$ cat config.mk
export PLATFORM = sky130hd
export DESIGN_NAME = dwte_timing_engine
export DESIGN_NICKNAME = d
export VERILOG_FILES = /design/src/hdl/dwte_pkg.sv /design/src/hdl/dwte_timing_engine.sv
export VERILOG_INCLUDE_DIRS = /design/src /design/src/hdl
export SDC_FILE = /design/constraint.sdc
export NUM_CORES = 2
export LEC_CHECK = 0
export BUFFER_PORTS_ARGS = -buffer_cell sky130_fd_sc_hd__buf_2
export CAP_MARGIN = 20
export CORE_UTILIZATION = 30
export CTS_BUF_LIST = sky130_fd_sc_hd__clkbuf_16
export DETAILED_ROUTE_END_ITERATION = 16
export GPL_ROUTABILITY_DRIVEN = 0
export GPL_TIMING_DRIVEN = 0
export PLACE_DENSITY_LB_ADDON = 0.05
export SETUP_SLACK_MARGIN = 0.02
export SLEW_MARGIN = 10
export SYNTH_ARGS = -nofsm -noshare
export SYNTH_HDL_FRONTEND = slang
export SYNTH_SLANG_ARGS = --single-unit
$ cat constraint.sdc
create_clock -name clock -period 16.1 [get_ports clock]
set_input_delay 3.22 -clock clock [delete_from_list [all_inputs] [get_ports clock]]
set_output_delay 3.22 -clock clock [all_outputs]
set_load 0.01 [all_outputs]
$ cat src/hdl/dwte_consts.svh
// constants for the dac waveform timing engine
`ifndef DWTE_CONSTS_SVH
`define DWTE_CONSTS_SVH
`define DWTE_A_CTRL      4'h0
`define DWTE_A_MODE      4'h1
`define DWTE_A_COUNT     4'h2
`define DWTE_A_DIV       4'h3
`define DWTE_A_DELAY     4'h4
`define DWTE_A_GOSRC     4'h5
`define DWTE_A_HOLDSRC   4'h6
`define DWTE_A_STRBSRC   4'h7
`define DWTE_A_ROUTE     4'h8
`define DWTE_A_DATA      4'h9
`define DWTE_A_STATUS    4'ha
`define DWTE_A_OUTVAL    4'hb
`define DWTE_C_START     0
`define DWTE_C_STOP      1
`define DWTE_C_SWPULSE   2
`define DWTE_C_CLRERR    3
`define DWTE_C_CONVERT   4
`define DWTE_C_LOADDONE  5
`define DWTE_DELAY_RST   16'h0002
`define DWTE_DIV_RST     16'h0004
`endif

$ cat src/hdl/dwte_pkg.sv
// types for the dac waveform timing engine
package dwte_pkg;
	typedef enum logic [2:0] {
		DWTE_SWTIMED, DWTE_FINITE, DWTE_CONT_REGEN, DWTE_FIFO_REGEN,
		DWTE_NONREGEN, DWTE_NONBUF
	} dwte_mode_t;
	typedef enum logic [2:0] {
		DWTE_GO_NONE, DWTE_GO_HOST, DWTE_GO_PIO, DWTE_GO_IBL,
		DWTE_GO_INREF, DWTE_GO_INBEGIN, DWTE_GO_STAR, DWTE_GO_ANALOG
	} dwte_gosrc_t;
	typedef enum logic [2:0] {
		DWTE_HS_NONE, DWTE_HS_PIO, DWTE_HS_IBL, DWTE_HS_STAR, DWTE_HS_ANALOG
	} dwte_holdsrc_t;
	typedef enum logic [2:0] {
		DWTE_SS_DIVIDER, DWTE_SS_COUNTER, DWTE_SS_PIO, DWTE_SS_IBL,
		DWTE_SS_STAR, DWTE_SS_ANALOG
	} dwte_strbsrc_t;
	typedef enum logic [1:0] {
		DWTE_IDLE, DWTE_DELAY, DWTE_RUN
	} dwte_state_t;
endpackage

$ cat src/hdl/dwte_timing_engine.sv
// waveform timing engine: triggers, pause, update strobe, sample fifo
//
// Chosen here: the strobed register port and the register offsets.
`timescale 1ns/1ps
`default_nettype none
`include "dwte_consts.svh"
//
// Contract
// - software command gives exactly one conversion
// - hardware mode paced by timing strobe
// - buffered mode: one fifo sample per update
// - finite mode stops after programmed count
// - continuous mode runs until stop command or fifo underflow
// - fifo regeneration replays, blocks later writes
// - non-regeneration never repeats, flags underflow
// - non-buffered writes bypass fifo, next update
// - start on trigger, else software start
// - selectable digital start source and edge
// - analog start on first rising edge
// - routed start is active-high, terminals input default
// - pause suppresses all strobed sample updates, not software conversions
// - pause acts from next sample only
// - onboard strobe resumes at once after pause
// - other strobe drops first edge after pause, resumes on the second
// - digital pause source with level polarity
// - analog pause holds while event high
// - pause routes out only to inter-board lines
// - one strobe updates all channels, edge selectable
// - strobe from divider, counter or external
// - start-to-first-strobe delay for onboard strobe only, default two ticks
// - routed update strobe is active low
module dwte_timing_engine import dwte_pkg::*; #(
	parameter int CHANNELS = 4,
	parameter int DACW     = 16,
	parameter int DEPTH    = 16,
	parameter int AW       = 4
) (
	input  wire logic                     clock,
	input  wire logic                     rst,
	input  wire logic [3:0]               regAddr,
	input  wire logic [31:0]              regWdata,
	input  wire logic                     regWrite,
	input  wire logic                     regRead,
	output logic      [31:0]              regRdata,
	input  wire logic [15:0]              pioIn,
	output logic      [15:0]              pioOut,
	output logic      [15:0]              pioOe_n,
	input  wire logic [7:0]               iblIn,
	output logic      [7:0]               iblOut,
	output logic      [7:0]               iblOe_n,
	input  wire logic                     starIn,
	input  wire logic                     analogEvent,
	input  wire logic                     inputStopRefEvent,
	input  wire logic                     inputBeginEvent,
	input  wire logic                     counterOut,
	input  wire logic                     sourceClockTick,
	output logic      [CHANNELS*DACW-1:0] dacData,
	output logic                          dacUpdate,
	output logic                          running
);
	localparam int NS = 16 + 8 + 5;
	localparam int WPF = DACW * CHANNELS;

	logic [NS-1:0] syncA_reg, syncB_reg, syncC_reg;
	logic [2:0]  mode_reg;
	logic [15:0] count_reg, div_reg, delay_reg;
	logic [7:0]  goSrc_reg, holdSrc_reg, strbSrc_reg;
	logic [31:0] route_reg;
	logic        err_reg, loaded_reg;
	logic [WPF-1:0] fifo [DEPTH];
	logic [AW:0]  wp_reg, rp_reg, fill_reg, loadCnt_reg;
	logic [15:0]  done_reg, divCnt_reg, dly_reg;
	logic [WPF-1:0] direct_reg, dac_reg;
	logic        directNew_reg, upd_reg, pend_reg, heldWait_reg;
	logic [31:0] rd_reg;
	logic        goOut_reg;
	dwte_state_t state_reg;

	// two flip-flops, then a third stage for edge detection
	wire [NS-1:0] raw = {inputBeginEvent, inputStopRefEvent, counterOut,
		analogEvent, starIn, iblIn, pioIn};
	always_ff @(posedge clock or posedge rst) begin
		if (rst) begin
			syncA_reg <= '0;
			syncB_reg <= '0;
			syncC_reg <= '0;
		end else begin
			syncA_reg <= raw;
			syncB_reg <= syncA_reg;
			syncC_reg <= syncB_reg;
		end
	end
	wire [NS-1:0] lvl = syncB_reg;
	wire [NS-1:0] rise = syncB_reg & ~syncC_reg;
	wire [NS-1:0] fall = ~syncB_reg & syncC_reg;

	wire dwte_mode_t    mode = dwte_mode_t'(mode_reg);
	wire dwte_gosrc_t   goSrc = dwte_gosrc_t'(goSrc_reg[2:0]);
	wire dwte_holdsrc_t holdSrc = dwte_holdsrc_t'(holdSrc_reg[2:0]);
	wire dwte_strbsrc_t strbSrc = dwte_strbsrc_t'(strbSrc_reg[2:0]);
	wire [4:0] goSel = goSrc_reg[7:3];
	wire goEdgeFall = route_reg[31];
	wire holdLow = holdSrc_reg[7];
	wire strbFall = strbSrc_reg[7];
	wire [4:0] hSel = holdSrc_reg[7:3] & 5'h0f;
	wire [4:0] sSel = strbSrc_reg[7:3];

	wire wrCtrl = regWrite && regAddr == `DWTE_A_CTRL;
	wire cStart = wrCtrl && regWdata[`DWTE_C_START];
	wire cStop = wrCtrl && regWdata[`DWTE_C_STOP];
	wire cPulse = wrCtrl && regWdata[`DWTE_C_SWPULSE];
	wire cClr = wrCtrl && regWdata[`DWTE_C_CLRERR];
	wire cConv = wrCtrl && regWdata[`DWTE_C_CONVERT];
	wire cLoadDone = wrCtrl && regWdata[`DWTE_C_LOADDONE];
	wire wrData = regWrite && regAddr == `DWTE_A_DATA;

	wire [NS-1:0] goEdges = goEdgeFall ? fall : rise;
	logic goPick;
	always_comb begin
		goPick = 1'b0;
		unique case (goSrc)
			DWTE_GO_NONE:    goPick = cStart;
			DWTE_GO_HOST:    goPick = cPulse;
			DWTE_GO_PIO:     goPick = goEdges[goSel[3:0]];
			DWTE_GO_IBL:     goPick = goEdges[16 + goSel[2:0]];
			DWTE_GO_INREF:   goPick = goEdges[27];
			DWTE_GO_INBEGIN: goPick = goEdges[28];
			DWTE_GO_STAR:    goPick = goEdges[24];
			DWTE_GO_ANALOG:  goPick = rise[25];
		endcase
	end
	wire go = goPick && (goSrc == DWTE_GO_NONE || cStart ||
		state_reg == DWTE_IDLE) && mode != DWTE_SWTIMED;

	logic holdRaw;
	always_comb begin
		holdRaw = 1'b0;
		unique case (holdSrc)
			DWTE_HS_PIO:    holdRaw = lvl[hSel[3:0]] ^ holdLow;
			DWTE_HS_IBL:    holdRaw = lvl[16 + hSel[2:0]] ^ holdLow;
			DWTE_HS_STAR:   holdRaw = lvl[24] ^ holdLow;
			DWTE_HS_ANALOG: holdRaw = lvl[25];
			default:        holdRaw = 1'b0;
		endcase
	end

	// strobe sources; divider ticks on source clock edges
	wire divTick = sourceClockTick && state_reg != DWTE_IDLE;
	wire divWrap = divTick && divCnt_reg == 16'h0000;
	wire [NS-1:0] sEdges = strbFall ? fall : rise;
	logic extStrb;
	always_comb begin
		extStrb = 1'b0;
		unique case (strbSrc)
			DWTE_SS_COUNTER: extStrb = sEdges[26];
			DWTE_SS_PIO:     extStrb = sEdges[sSel[3:0]];
			DWTE_SS_IBL:     extStrb = sEdges[16 + sSel[2:0]];
			DWTE_SS_STAR:    extStrb = sEdges[24];
			DWTE_SS_ANALOG:  extStrb = sEdges[25];
			default:         extStrb = 1'b0;
		endcase
	end
	wire onboard = strbSrc == DWTE_SS_DIVIDER;
	wire strobe = state_reg == DWTE_RUN && (onboard ? divWrap : extStrb);

	// pause gating; sample in flight finishes
	wire holdBlock = holdRaw || (heldWait_reg && !onboard);
	wire updEvent = strobe && !holdBlock;

	wire buffered = mode != DWTE_SWTIMED && mode != DWTE_NONBUF;
	wire empty = fill_reg == '0;
	wire full = fill_reg == (AW+1)'(DEPTH);
	wire regen = mode == DWTE_FIFO_REGEN || mode == DWTE_CONT_REGEN;
	// writes refused after loading in fifo regeneration
	wire fifoWr = wrData && buffered && !full &&
		!(mode == DWTE_FIFO_REGEN && loaded_reg);
	wire take = updEvent && buffered && !empty;
	wire under = updEvent && buffered && empty &&
		(mode == DWTE_NONREGEN || mode == DWTE_CONT_REGEN);
	wire finDone = mode == DWTE_FINITE && take &&
		done_reg + 16'h0001 >= count_reg;
	wire halt = cStop || finDone || under || err_reg;
	wire [AW:0] rpNext = (rp_reg + 1'b1 == loadCnt_reg) ? '0 : rp_reg + 1'b1;

	always_ff @(posedge clock or posedge rst) begin
		if (rst) begin
			state_reg <= DWTE_IDLE;
			dly_reg <= '0;
			divCnt_reg <= '0;
			done_reg <= '0;
			heldWait_reg <= 1'b0;
		end else begin
			heldWait_reg <= holdRaw ? 1'b1 : (strobe ? 1'b0 : heldWait_reg);
			if (divTick)
				divCnt_reg <= divWrap ? div_reg - 16'h0001 :
					divCnt_reg - 16'h0001;
			unique case (state_reg)
				DWTE_IDLE: if (go && !err_reg) begin
					state_reg <= onboard ? DWTE_DELAY : DWTE_RUN;
					dly_reg <= delay_reg;
					done_reg <= '0;
				end
				DWTE_DELAY: begin
					if (halt)
						state_reg <= DWTE_IDLE;
					else if (sourceClockTick) begin
						if (dly_reg <= 16'h0001) begin
							state_reg <= DWTE_RUN;
							divCnt_reg <= '0;
						end
						dly_reg <= dly_reg - 16'h0001;
					end
				end
				DWTE_RUN: begin
					if (take)
						done_reg <= done_reg + 16'h0001;
					if (halt)
						state_reg <= DWTE_IDLE;
				end
			endcase
		end
	end

	// fifo storage
	always_ff @(posedge clock) begin
		if (fifoWr)
			fifo[wp_reg[AW-1:0]] <= wrFrame;
	end
	// frames wider than the bus word are zero-extended, never sliced past 31
	wire [WPF-1:0] wrFrame = WPF'(regWdata);
	wire regenKeep = mode == DWTE_FIFO_REGEN;
	always_ff @(posedge clock or posedge rst) begin
		if (rst) begin
			wp_reg <= '0;
			rp_reg <= '0;
			fill_reg <= '0;
			loadCnt_reg <= '0;
			loaded_reg <= 1'b0;
		end else if (cStop && state_reg == DWTE_IDLE) begin
			wp_reg <= '0;
			rp_reg <= '0;
			fill_reg <= '0;
			loadCnt_reg <= '0;
			loaded_reg <= 1'b0;
		end else begin
			if (cLoadDone || (regenKeep && go))
				loaded_reg <= 1'b1;
			if (fifoWr) begin
				wp_reg <= (wp_reg + 1'b1 == (AW+1)'(DEPTH)) ? '0 : wp_reg + 1'b1;
				loadCnt_reg <= loadCnt_reg + 1'b1;
			end
			if (take && regenKeep)
				rp_reg <= rpNext;
			else if (take)
				rp_reg <= (rp_reg + 1'b1 == (AW+1)'(DEPTH)) ? '0 : rp_reg + 1'b1;
			if (fifoWr && !(take && !regenKeep))
				fill_reg <= fill_reg + 1'b1;
			else if (!fifoWr && take && !regenKeep)
				fill_reg <= fill_reg - 1'b1;
		end
	end

	// dac output latch; all channels change together
	wire nonbufUpd = mode == DWTE_NONBUF && updEvent && directNew_reg;
	wire swConv = mode == DWTE_SWTIMED && cConv;
	always_ff @(posedge clock or posedge rst) begin
		if (rst) begin
			dac_reg <= '0;
			upd_reg <= 1'b0;
			direct_reg <= '0;
			directNew_reg <= 1'b0;
		end else begin
			upd_reg <= take || nonbufUpd || swConv;
			if (wrData && !buffered)
				direct_reg <= wrFrame;
			directNew_reg <= (wrData && !buffered) ||
				(directNew_reg && !nonbufUpd);
			if (take)
				dac_reg <= fifo[rp_reg[AW-1:0]];
			else if (nonbufUpd)
				dac_reg <= direct_reg;
			else if (swConv)
				dac_reg <= wrFrame;
		end
	end

	// configuration and sticky error; set wins over clear
	always_ff @(posedge clock or posedge rst) begin
		if (rst) begin
			mode_reg <= 3'h0;
			count_reg <= '0;
			div_reg <= `DWTE_DIV_RST;
			delay_reg <= `DWTE_DELAY_RST;
			goSrc_reg <= '0;
			holdSrc_reg <= '0;
			strbSrc_reg <= '0;
			route_reg <= '0;
			err_reg <= 1'b0;
		end else begin
			err_reg <= under || (err_reg && !cClr);
			if (regWrite) begin
				unique case (regAddr)
					`DWTE_A_MODE:    mode_reg <= regWdata[2:0];
					`DWTE_A_COUNT:   count_reg <= regWdata[15:0];
					`DWTE_A_DIV:     div_reg <= regWdata[15:0];
					`DWTE_A_DELAY:   delay_reg <= regWdata[15:0];
					`DWTE_A_GOSRC:   goSrc_reg <= regWdata[7:0];
					`DWTE_A_HOLDSRC: holdSrc_reg <= regWdata[7:0];
					`DWTE_A_STRBSRC: strbSrc_reg <= regWdata[7:0];
					`DWTE_A_ROUTE:   route_reg <= regWdata;
					default: ;
				endcase
			end
		end
	end

	// terminal routing: [7:0] pio start, [15:8] ibl start, [19:16] ibl pause,
	// [27:24] pio strobe with en [23], [30:28] ibl strobe with en [22]
	always_ff @(posedge clock or posedge rst) begin
		if (rst)
			goOut_reg <= 1'b0;
		else
			goOut_reg <= go && state_reg == DWTE_IDLE;
	end
	wire [3:0] goPio = route_reg[3:0];
	wire [3:0] strbPio = route_reg[27:24];
	wire [2:0] goIbl = route_reg[10:8];
	wire [2:0] holdIbl = route_reg[18:16];
	wire [2:0] strbIbl = route_reg[30:28];
	wire strbLow = !upd_reg;
	always_comb begin
		pioOut = '0;
		pioOe_n = '1; // inputs unless routed
		iblOut = '0;
		iblOe_n = '1;
		if (route_reg[4]) begin
			pioOut[goPio] = goOut_reg;
			pioOe_n[goPio] = 1'b0;
		end
		if (route_reg[11]) begin
			iblOut[goIbl] = goOut_reg;
			iblOe_n[goIbl] = 1'b0;
		end
		if (route_reg[19]) begin
			iblOut[holdIbl] = holdRaw;
			iblOe_n[holdIbl] = 1'b0;
		end
		if (route_reg[23]) begin
			pioOut[strbPio] = strbLow;
			pioOe_n[strbPio] = 1'b0;
		end
		if (route_reg[22]) begin
			iblOut[strbIbl] = strbLow;
			iblOe_n[strbIbl] = 1'b0;
		end
	end

	// register read, data one cycle after strobe
	wire [31:0] status = {16'h0, done_reg[7:0], 1'b0, fill_reg == '0,
		full, loaded_reg, err_reg, holdRaw, state_reg};
	logic [31:0] rdMux;
	always_comb begin
		rdMux = 32'h0;
		unique case (regAddr)
			`DWTE_A_MODE:    rdMux = {29'h0, mode_reg};
			`DWTE_A_COUNT:   rdMux = {16'h0, count_reg};
			`DWTE_A_DIV:     rdMux = {16'h0, div_reg};
			`DWTE_A_DELAY:   rdMux = {16'h0, delay_reg};
			`DWTE_A_GOSRC:   rdMux = {24'h0, goSrc_reg};
			`DWTE_A_HOLDSRC: rdMux = {24'h0, holdSrc_reg};
			`DWTE_A_STRBSRC: rdMux = {24'h0, strbSrc_reg};
			`DWTE_A_ROUTE:   rdMux = route_reg;
			`DWTE_A_STATUS:  rdMux = status;
			`DWTE_A_OUTVAL:  rdMux = 32'(dac_reg[WPF-1:0]);
			default:         rdMux = 32'h0;
		endcase
	end
	always_ff @(posedge clock or posedge rst) begin
		if (rst)
			rd_reg <= '0;
		else
			rd_reg <= regRead ? rdMux : 32'h0;
	end

	assign regRdata = rd_reg;
	assign dacData = dac_reg;
	assign dacUpdate = upd_reg;
	assign running = state_reg != DWTE_IDLE;
endmodule
`default_nettype wire

==> results <==
- The cell depth of the worst flop-to-flop path is 16.
- After detailed routing, the number of vias per cell comes to 5.20.
- The final setup slack of the worst path is approximately 9100 ps.
- The placeable core region is approximately 130,000 sq um.
- The count of nets left with antenna violations once routing finished came out at 0.
- Among all flip-flop cells after synthesis, the most frequent one is edfxtp_1.
- For this run, design rule violations remaining after detail routing come to 0.
- The final route contains 24,900 vias.
- STA classifies the critical path startpoint as a flop.
- Summing every instance area after synthesis gives 38,600 sq um.
- The number of antenna violations at the first check in global routing is 10.
- The final layout contains 3,146 nets.
- Setup repair after global routing left no endpoint under its margin.
- The total of hold buffers inserted after clock tree synthesis is 0.
- The synthesized netlist cell count is approximately 2,700.
- The normalized max-slew margin is a little under a quarter.
- For this block, the routed nets add up to about 130,000 um of wire.
- The number of global-route vias before repair is roughly 26,000.
- The worst reg2reg path startpoint is done_reg[0].
- After clock tree synthesis, the repair step resized 0 gates.
- Counting instances, the worst hold path has a depth of 0.
- The post-place instance area is 42,500 sq um.
- The maximum level of the CTS H-tree is 3.
- The die covers 130,000 sq um.
- The capture point of the worst reg-to-reg path is divCnt_reg[5].
- In this run the vertical extent of the chip is 360 um.
- The fraction of layout instances using a drive strength above 1 is between 20% and 30%.
- The first global-routing pass estimated 188,000 um of wire.
- The number of filler instances in the final layout is ~12,000.
- The library cells used most frequently in the layout, excluding fill and tap cells, are edfxtp_1, dfrtp_1, nand2_1, buf_2, mux4_2.
- The worst hold path begins at syncA_reg[10].
- The flip-flop and latch count after synthesis is 878.
- The cell at the root of the clock tree is clkbuf_16.
- The data arrival at the endpoint of the critical path is 3820 ps.
- The setup-violating endpoint count in the final report is 0.
- The cell that appears most often on the critical path is mux2i_1.
- At the placement stage, the worst setup path has a slack of 8400 ps.
- The area share of the largest cell type after synthesis is 39.9%.
- In this run the worst path has a maximum fanout of 9.
- After synthesis, the cell types taking the most area are edfxtp_1, dfrtp_1, mux4_2.
- The count of pins over their slew limit was 0.
- For this block, the initial DRC count from the detailed router was 1,987.
- The initial core utilization is 30.2%.
- Global routing finished with a remaining overflow of 0.
- In this run the post-CTS setup repair buffer count came out at 0.
- The tool flagged a number of max-cap violations equal to 0.
- The final-report hold violation count is 0.
- Entering global routing, the biggest net connects 103 pins.
- The total clock sinks is about 880.
- The number of buffers created by CTS is between 100 and 150.
- A synthesized cell averages 14.4 sq um.
- Subtracting the final worst setup slack from the clock period gives 7040 ps.
- The reg-to-reg setup timing slack is 10,710 ps.
- The number of rows created at floorplan is 131.
- The clock-pin transition on the worst setup and hold timing paths is 60 ps.
- The number of top-level pins is roughly 220.
- For the pin with the worst max-slew slack, the measured transition is 1160 ps.
- The slowest stage cell on the critical path is mux4_2.
- After routing the design area is 45,800 sq um.
- The fraction of the yosys area taken by sequential cells is around 64%.
- The first detailed-routing pass took 5 iterations.
- The final total power is 6830 uW.
- The flip-flop count of the largest register after layout is 512.
- TritonCTS built the clock tree.
- The endpoint required time on the critical path is 12,880 ps.
- The overall fraction of global-route tracks in use is 20.0%.
- The largest voltage drop on the vdd net is 0.101 mV.
- The area overhead of the layout relative to synthesis is 18.8%.
- Summed over all cells, the static leakage comes to 0.0170 uW.
- The run finished with clean final reports.
- The critical path is of the reg2out type.
- For this run, the number of Yosys warnings is 0.
- The worst min-delay path class is reg2reg.
- After detailed routing, the average wire length per cell comes to 27.2 um.
- The worst-skew pair later-pin latency is approximately 740 ps.
- The library cell used most frequently in the layout, excluding fill and tap cells, is edfxtp_1.
- The largest single stage delay on the critical path is 570 ps.
- Between clock sinks in the finished design, the worst skew comes to 50.1 ps.
- After synthesis, the share of flip-flops with an asynchronous set or reset is 41.7%.
- After layout, the worst path uses 43.7% of the clock period.
- Counting flops with a built-in enable in the synthesized netlist gives 512.
- The total power density per cell area is around 150 nW/um^2.
- After legalization and detailed placement, the total HPWL measured 93,500 um.
- The post-route core utilization is 35.9%.
- The largest total area in the synthesized netlist belongs to edfxtp_1.
- The tightest hold path in the finished design has a slack of 347 ps.
- In this run the tool buffered the top-level ports with 179 buffer cells.
- The critical path goes through buf_4, mux4_2, mux2i_1, a22oi_1, mux2i_1, or2_2, clkbuf_1, a211oi_1, a21oi_1, buf_2.
- The worst setup path is captured at an output port.
- The worst hold path terminates at lvl[10].
- Timing would allow up to 142 MHz.
- The maximum count of clock buffers along a single path is 3.
- The die outline width is ~360 um.
- Synthesis instantiated 78 different standard cells from the library.
==> cells in the mapped netlist (29+ instances only) <==
master    instances
a211oi_1         37
a21oi_1          69
a22oi_1          57
buf_4            36
clkbuf_1        124
dfrtp_1         364
edfxtp_1        512
ha_1             33
inv_1            65
mux2_2          128
mux2i_1          67
mux4_2          170
nand2_1         188
nand2b_1         38
nand3_1          38
nor2_1          160
nor2b_1          29
nor3_1           63
o21ai_0         139
==> metal layers <==
metal	up-vias	part of all wire (%)	wire (um)	global-route usage [%]
li1	11000	-	-	-
met1	13100	43	56600	26.0
met2	609	50	65100	34.3
met3	181	4.0	5200	3.22
met4	10	2.5	3280	5.41
met5	-	0.053	69	0
==> cell families after synthesis <==
kind of cell             Yosys count  synth area share, %
XOR/XNOR                          32                0.727
buffers and inverters            253                 2.89
multiplexers                     365                 15.4
other                              1              0.00973
adder cells (fa/ha/maj)           34                 1.12
flip-flops                       878                 63.6
AND/OR/NAND/NOR                  649                 8.28
AO/OA/AOI/OAI                    466                 7.93
==> per-stage QoR <==
step                      setup TNS (ps)  std cells
after floorplan                        0       2709
after global placement           -846350       4550
after detailed placement               0       4598
after CTS                              0       4788
after global routing                   0       4789
final                                  0       4791
==> worst max-delay path: cells and delay by family, from the launching register on <==
family	cells	cell delay, ps
muxes	3	1190
buffers and inverters	3	840
AOI/OAI and AO/OA	3	530
DFF	1	320
and+or+nand+nor	1	190
==> report_power, final <==
group	switching, uW	internal (uW)	leakage [uW]
Clock	975	1270	0.00171
Sequential	299	2600	0.00915
Combinational	978	707	0.00615
Total	2250	4580	0.0170
==> worst max-delay path by stage <==
stage | endpoint | from | slack [ps] | cells past startpoint
5_1_grt | iblOut[3] | holdSrc_reg[3] | 8790 | 10
4_1_cts | iblOut[3] | holdSrc_reg[3] | 9010 | 10
2_1_floorplan | count_reg[0] | rst | 2720 | 1
3_3_place_gp | regRdata[14] | rst | -2410 | 2
6_report | iblOut[5] | holdSrc_reg[3] | 9060 | 10
3_5_place_dp | fifo[1][14] | regWrite | 8400 | 12
==> cell type report <==
class	instances	area [sq um]	share of cell area [%]
buffer	186	868	1.90
multi-input combinational	1578	13100	28.7
antenna	2	5.00	0.0109
inverter	67	259	0.566
tap	1662	2080	4.54
clock inverter	86	633	1.38
sequential	878	24500	53.6
clock buffer	104	2600	5.68
timing repair buffer	228	1680	3.67
No activity file was read; power rests on OpenSTA's default activity.
